--- config.mk ---
export PLATFORM = sky130hd
export DESIGN_NAME = spc_shared_pin_control
export DESIGN_NICKNAME = d
export VERILOG_FILES = /design/src/core/spc_pkg.sv /design/src/core/spc_shared_pin_control.sv
export VERILOG_INCLUDE_DIRS = /design/src /design/src/core
export SDC_FILE = /design/constraint.sdc
export NUM_CORES = 1
export LEC_CHECK = 0
export BUFFER_PORTS_ARGS = -buffer_cell sky130_fd_sc_hd__buf_2
export CORE_AREA = 10 10 164 166
export DETAILED_ROUTE_END_ITERATION = 6
export DIE_AREA = 0 0 174 176
export HOLD_SLACK_MARGIN = 0.06
export SYNTH_ARGS = -nofsm -noshare
export SYNTH_HDL_FRONTEND = slang
export SYNTH_SLANG_ARGS = --single-unit
--- constraint.sdc ---
create_clock -name clk_sys -period 1.64 [get_ports clk_sys]
set_input_delay 0.164 -clock clk_sys [delete_from_list [all_inputs] [get_ports clk_sys]]
set_output_delay 0.164 -clock clk_sys [all_outputs]
set_load 0.02 [all_outputs]
--- src/core/spc_regs.svh ---
// constants for the shared pin control block
`ifndef SPC_REGS_SVH
`define SPC_REGS_SVH
`define SPC_NUM_PINS      36
`define SPC_KWU_LO        4
`define SPC_KWU_HI        7
`define SPC_RST_DDR       36'h0_0000_0000
`define SPC_RST_PULL_EN   36'h0_0000_0000
`define SPC_RST_DATA      36'h0_0000_0000
`endif

--- src/core/spc_pkg.sv ---
// types for the shared pin control block
package spc_pkg;
  typedef struct packed {
    logic [35:0] out_val;
    logic [35:0] out_en;
    logic [35:0] pull_up;
    logic [35:0] pull_dn;
  } spc_pad_ctl_type;
  typedef struct packed {
    logic       pin_enable;
    logic       rising;
  } spc_ext_int_cfg_type;
  typedef enum logic [1:0] {
    SPC_ST_RESET = 2'b00,
    SPC_ST_RUN   = 2'b01
  } spc_state_type;
endpackage

--- src/core/spc_shared_pin_control.sv ---
// shared pin control: pad enables, pulls and port read data for 36 pins
// Function
// - After reset all 36 pins are inputs, undriven, with every pull off.
// - Port data reads follow the direction bit even when a peripheral owns a pin.
// - An owning peripheral drives the pin's output buffer enable.
// - Pull enable bit switches the pull device whenever the pin is an input.
// - Upper port A keypad pins sensing rising or high use pulldowns instead.
// - Enabled external interrupt set for rising edges uses a pulldown instead of pullup.
// - External interrupt input works only once its pin enable is set; input only.
// - Enabled external interrupt forces pullup for falling, pulldown for rising edges.
`timescale 1ns/100ps
`include "spc_regs.svh"
module spc_shared_pin_control
  import spc_pkg::*;
#(
  parameter int NUM_PINS = `SPC_NUM_PINS
) (
  // clock and reset
  input  wire logic                clk_sys,
  input  wire logic                arst_n,
  // port registers written by software
  input  wire logic [NUM_PINS-1:0] port_data,
  input  wire logic [NUM_PINS-1:0] port_dir,
  input  wire logic [NUM_PINS-1:0] port_pull_en,
  // peripheral side
  input  wire logic [NUM_PINS-1:0] periph_own,
  input  wire logic [NUM_PINS-1:0] periph_out,
  input  wire logic [NUM_PINS-1:0] periph_oe,
  input  wire logic [3:0]          keypad_wake_rising,
  input  spc_ext_int_cfg_type      ext_int_cfg,
  input  wire logic                ext_int_pull_en,
  // package pins
  input  wire logic [NUM_PINS-1:0] pin_in,
  input  wire logic                ext_int_pin,
  // outputs
  output spc_pad_ctl_type          pad_ctl,
  output logic [NUM_PINS-1:0]      port_read,
  output logic                     ext_int_in,
  output logic                     ext_int_pull_up,
  output logic                     ext_int_pull_dn
);

  spc_state_type   state_reg, state_next;
  spc_pad_ctl_type pad_reg, pad_next;
  logic [NUM_PINS-1:0] read_reg, read_next;
  logic            xi_in_reg, xi_in_next;
  logic            xi_up_reg, xi_up_next;
  logic            xi_dn_reg, xi_dn_next;

  // per-pin results of the ownership and pull decode
  logic [NUM_PINS-1:0] pin_oe;
  logic [NUM_PINS-1:0] pin_lvl;
  logic [NUM_PINS-1:0] pin_pull;
  logic [NUM_PINS-1:0] pin_pdn;
  logic [NUM_PINS-1:0] pin_rd;

  // external interrupt pad decode
  logic                xi_gate;
  logic                xi_up;
  logic                xi_dn;

  // true when the pin is one of the upper port A keypad wake inputs
  function automatic logic is_kwu_pin(input int idx);
    is_kwu_pin = (idx >= `SPC_KWU_LO) && (idx <= `SPC_KWU_HI);
  endfunction

  // two-way choice shared by the enable, level, read and pull decode
  function automatic logic pick(input logic sel, input logic when_set, input logic when_clr);
    pick = sel ? when_set : when_clr;
  endfunction

  generate
    for (genvar g = 0; g < NUM_PINS; g++) begin : g_pin
      // owner of the output buffer enable
      assign pin_oe[g]   = pick(periph_own[g], periph_oe[g], port_dir[g]);

      // level driven while the buffer is on
      assign pin_lvl[g]  = pick(periph_own[g], periph_out[g], port_data[g]);

      // pull bit acts whenever the pin is an input, owned or not
      assign pin_pull[g] = port_pull_en[g] & ~pin_oe[g];

      // port data reads follow the direction bit, never the owner
      assign pin_rd[g]   = pick(port_dir[g], port_data[g], pin_in[g]);

      if (is_kwu_pin(g)) begin : g_kwu
        // keypad unit sensing rising or high turns the pull into a pulldown
        assign pin_pdn[g] = periph_own[g] & keypad_wake_rising[g-`SPC_KWU_LO];
      end else begin : g_plain
        // every other pin only ever pulls up
        assign pin_pdn[g] = 1'b0;
      end
    end
  endgenerate

  // the interrupt pin has no drive at all; only the gated input and pulls exist
  assign xi_gate = ext_int_cfg.pin_enable & ext_int_pin;

  // enabled: edge select forces one pull; disabled: the pull bit acts as pullup
  assign xi_up   = pick(ext_int_cfg.pin_enable, ~ext_int_cfg.rising, ext_int_pull_en);
  assign xi_dn   = ext_int_cfg.pin_enable & ext_int_cfg.rising;

  always_comb begin
    state_next = state_reg;
    pad_next   = '0;
    read_next  = '0;
    xi_in_next = 1'b0;
    xi_up_next = 1'b0;
    xi_dn_next = 1'b0;
    case (state_reg)
      SPC_ST_RESET: begin
        // first edge after release keeps every output off
        state_next = SPC_ST_RUN;
      end
      SPC_ST_RUN: begin
        state_next       = SPC_ST_RUN;
        pad_next.out_en  = pin_oe;
        pad_next.out_val = pin_lvl;
        pad_next.pull_up = pin_pull & ~pin_pdn;
        pad_next.pull_dn = pin_pull & pin_pdn;
        read_next        = pin_rd;
        xi_in_next       = xi_gate;
        xi_up_next       = xi_up;
        xi_dn_next       = xi_dn;
      end
      default: begin
        // unused code falls back to the all-off state
        state_next = SPC_ST_RESET;
      end
    endcase
  end

  always_ff @(posedge clk_sys or negedge arst_n) begin
    if (!arst_n) begin
      state_reg       <= SPC_ST_RESET;
      pad_reg.out_val <= `SPC_RST_DATA;
      pad_reg.out_en  <= `SPC_RST_DDR;
      pad_reg.pull_up <= `SPC_RST_PULL_EN;
      pad_reg.pull_dn <= `SPC_RST_PULL_EN;
      read_reg        <= '0;
      xi_in_reg       <= 1'b0;
      xi_up_reg       <= 1'b0;
      xi_dn_reg       <= 1'b0;
    end else begin
      state_reg <= state_next;
      pad_reg   <= pad_next;
      read_reg  <= read_next;
      xi_in_reg <= xi_in_next;
      xi_up_reg <= xi_up_next;
      xi_dn_reg <= xi_dn_next;
    end
  end

  assign pad_ctl         = pad_reg;
  assign port_read       = read_reg;
  assign ext_int_in      = xi_in_reg;
  assign ext_int_pull_up = xi_up_reg;
  assign ext_int_pull_dn = xi_dn_reg;

endmodule // spc_shared_pin_control

==> results.py <==
metrics = {
    "status": {
        "status": "finished clean",
    },
    "logic_synthesis": {
        "ys_types": 15,
        "avgSynthCellArea_um2": 13.08,
        "netlist_instances": 479,
        "syn_area_um2": 6265,
        "synth-seq-cells": 152,
        "seq_area_frac_synth": 0.6071,
        "ys_top_cells_by_area": "dfrtp_1, mux2i_1, nor2b_1, buf_4, and3_1",
        "yosys_warnings": 0,
        "yosysTopAreaCell": "dfrtp_1",
        "synth.top_cell.area_share": 0.6071,
    },
    "detailed_routing": {
        "totalWireLength_um": 26250,
        "vias": 5949,
        "dr.pass1.iters": 4,
        "drtIter0Drc": 228,
        "drtAntennaViolNets": 0,
        "drc": 0,
        "wl_per_cell_um": 18.27,
        "vias_per_cell": 4.140,
    },
    "power": {
        "power_leakage_nw": 6.161,
        "powerDensity_nw_per_um2": 879.7,
        "ir_drop_v": 0.0005429,
        "p_total_mw": 9.867,
    },
    "worst_setup_path": {
        "crit_arrival_ns": 1.93,
        "endpoint_kind": "register",
        "start_kind": "input pin",
        "path_class": "input pin to register",
        "ff2ff_setup_slack_ns": 0.15,
        "required_ns": 1.98,
        "timing.rr.start": "state_reg[0]",
        "path_max_fanout": 3,
        "crit_start": "periph_oe[6]",
    },
    "placement": {
        "pre_cts_ws_ns": 0.4305,
        "portBuffers": 412,
        "dp_cells": 1207,
        "gp_congestion": 0.8878,
        "place_area_um2": 8657,
        "dp_hpwl_um": 19310,
    },
    "timing": {
        "fin_skew_ns": 0.01146,
        "drv_slew": 0,
        "fmax_mhz": 630.1,
        "fin_tns_setup_ns": 0,
        "hold-worst-slack_ns": 0.07374,
        "rsz0062_at_grt": "false",
        "finalCritPeriodShare": 0.9677,
        "finalHoldViolations": 0,
        "finalSetupViolations": 0,
        "min_period_ns": 1.587,
        "setup_ws_ns": 0.05294,
    },
    "clocking": {
        "htree_levels": 4,
        "clock_latency_ns": 0.41,
        "cts_resized": 0,
        "clk_pin_slew_ns": 0.06,
        "cts_sinks": 152,
        "cts_tree": "built",
        "cts_buffers": 17,
        "cts_buffer_depth": 2,
        "cts_root_buf": "clkbuf_16",
    },
    "layout": {
        "layout.cells.non_filler": 1437,
        "drive_gt1_frac": 0.4155,
        "layout.nets": 1361,
        "syn_to_final_growth_pct": 79.03,
        "finish.instance_area_um2": 11220,
        "largest_reg_flops": 112,
        "final_util": 0.4708,
    },
    "grt": {
        "antenna_found_initial": 1,
        "grt_max_degree": 75,
        "first_global_vias": 6734,
        "overflow": 0,
        "grtUsageTotal": 0.1632,
        "grt_pass1_wl_um": 39050,
    },
    "floorplan": {
        "num_rows": 57,
        "fp.dieW_um": 174,
        "initial_core_util": 0.2630,
        "die-area_um2": 30620,
        "pin_count": 445,
        "die_h_um": 176,
        "core-area_um2": 23820,
    },
    "hold_path": {
        "hold_path.class": "input pin to register",
        "min_from": "port_data[7]",
    },
    "run": {
        "drv_cap": 0,
    },
}
==> routing by layer <==
metal | wire, um | global-route usage | part of all wire | vias up
met5 | 0 | 0 | 0 | -
met4 | 493 | 0.04667 | 0.019 | 0
met3 | 1809 | 0.04998 | 0.069 | 25
met2 | 13920 | 0.2999 | 0.53 | 278
met1 | 10030 | 0.1777 | 0.38 | 2871
li1 | - | - | - | 2775
==> cell usage after synthesis <==
| cell type | instances |
|---|---|
| conb_1 | 2 |
| dfrtp_1 | 152 |
| nand2b_1 | 2 |
| mux2i_1 | 108 |
| a21boi_0 | 1 |
| buf_4 | 32 |
| or3b_1 | 4 |
| nor2b_1 | 108 |
| and3_1 | 34 |
| clkbuf_1 | 1 |
| nand2_1 | 8 |
| nor3_1 | 4 |
| buf_2 | 15 |
| or2_2 | 4 |
| a21oi_2 | 4 |
==> critical path, cell delays in order <==
cell	delay, ns
dlygate4sd3_1	0.54
buf_2	0.14
or3b_1	0.38
a21oi_2	0.14
dlygate4sd3_1	0.56
==> layout make-up <==
| class | count | area, um^2 |
|---|---|---|
| Tap cell | 324 | 405.4 |
| Antenna cell | 1 | 2.502 |
| Timing Repair Buffer | 618 | 4155 |
| Clock inverter | 14 | 157.7 |
| Fill cell | 2185 | 12600 |
| Sequential cell | 152 | 3807 |
| Clock buffer | 18 | 429.2 |
| Multi-Input combinational cell | 310 | 2258 |
==> worst paths after layout <==
path                                     end  cells after the start
max in group asynchronous        pad_ctl[86]                      3
worst max register to register    pad_ctl[4]                      3
worst max-delay path             pad_ctl[42]                      5
worst min register to register   pad_ctl[81]                      1
worst min-delay path            pad_ctl[115]                      3
min in group asynchronous       pad_ctl[133]                      2
==> where the power goes <==
group / switching [mW] / internal [mW]
Clock: 1.71 / 2.16
Combinational: 1.01 / 0.964
Sequential: 0.0616 / 3.96
Total: 2.78 / 7.09
==> what timing repair did <==
item | 4_1_cts | 5_1_grt
setup endpoints to repair | 0 | 4
endpoints found under the hold margin | 219 | 1
hold buffers | 195 | 1
buffers inserted | 0 | 1
==> cells in the final DEF, fill, tap and decap left out, types with 2 or more instances in the layout <==
| cell type | instances |
|---|---|
| or3b_1 | 4 |
| nand2_1 | 8 |
| nor3_1 | 4 |
| or2_2 | 4 |
| clkbuf_16 | 17 |
| nand2b_1 | 2 |
| buf_2 | 411 |
| nor2b_1 | 108 |
| dfrtp_1 | 151 |
| conb_1 | 33 |
| mux2i_1 | 108 |
| a21oi_2 | 4 |
| inv_8 | 3 |
| clkinv_4 | 4 |
| buf_12 | 4 |
| buf_4 | 6 |
| inv_6 | 4 |
| dlygate4sd3_1 | 196 |
| and3_1 | 34 |
==> kinds of logic (layout without fill, tap and decap cells) <==
| group | after synthesis | in the layout | synth area share |
|---|---|---|---|
| DFF | 152 | 152 | 0.6072 |
| AOI/OAI and AO/OA | 5 | 5 | 0.006790 |
| other | 2 | 34 | 0.001199 |
| muxes | 108 | 108 | 0.1726 |
| buffers and inverters | 48 | 650 | 0.05093 |
| and+or+nand+nor | 164 | 164 | 0.1614 |
(Power assumes the default switching activity.)
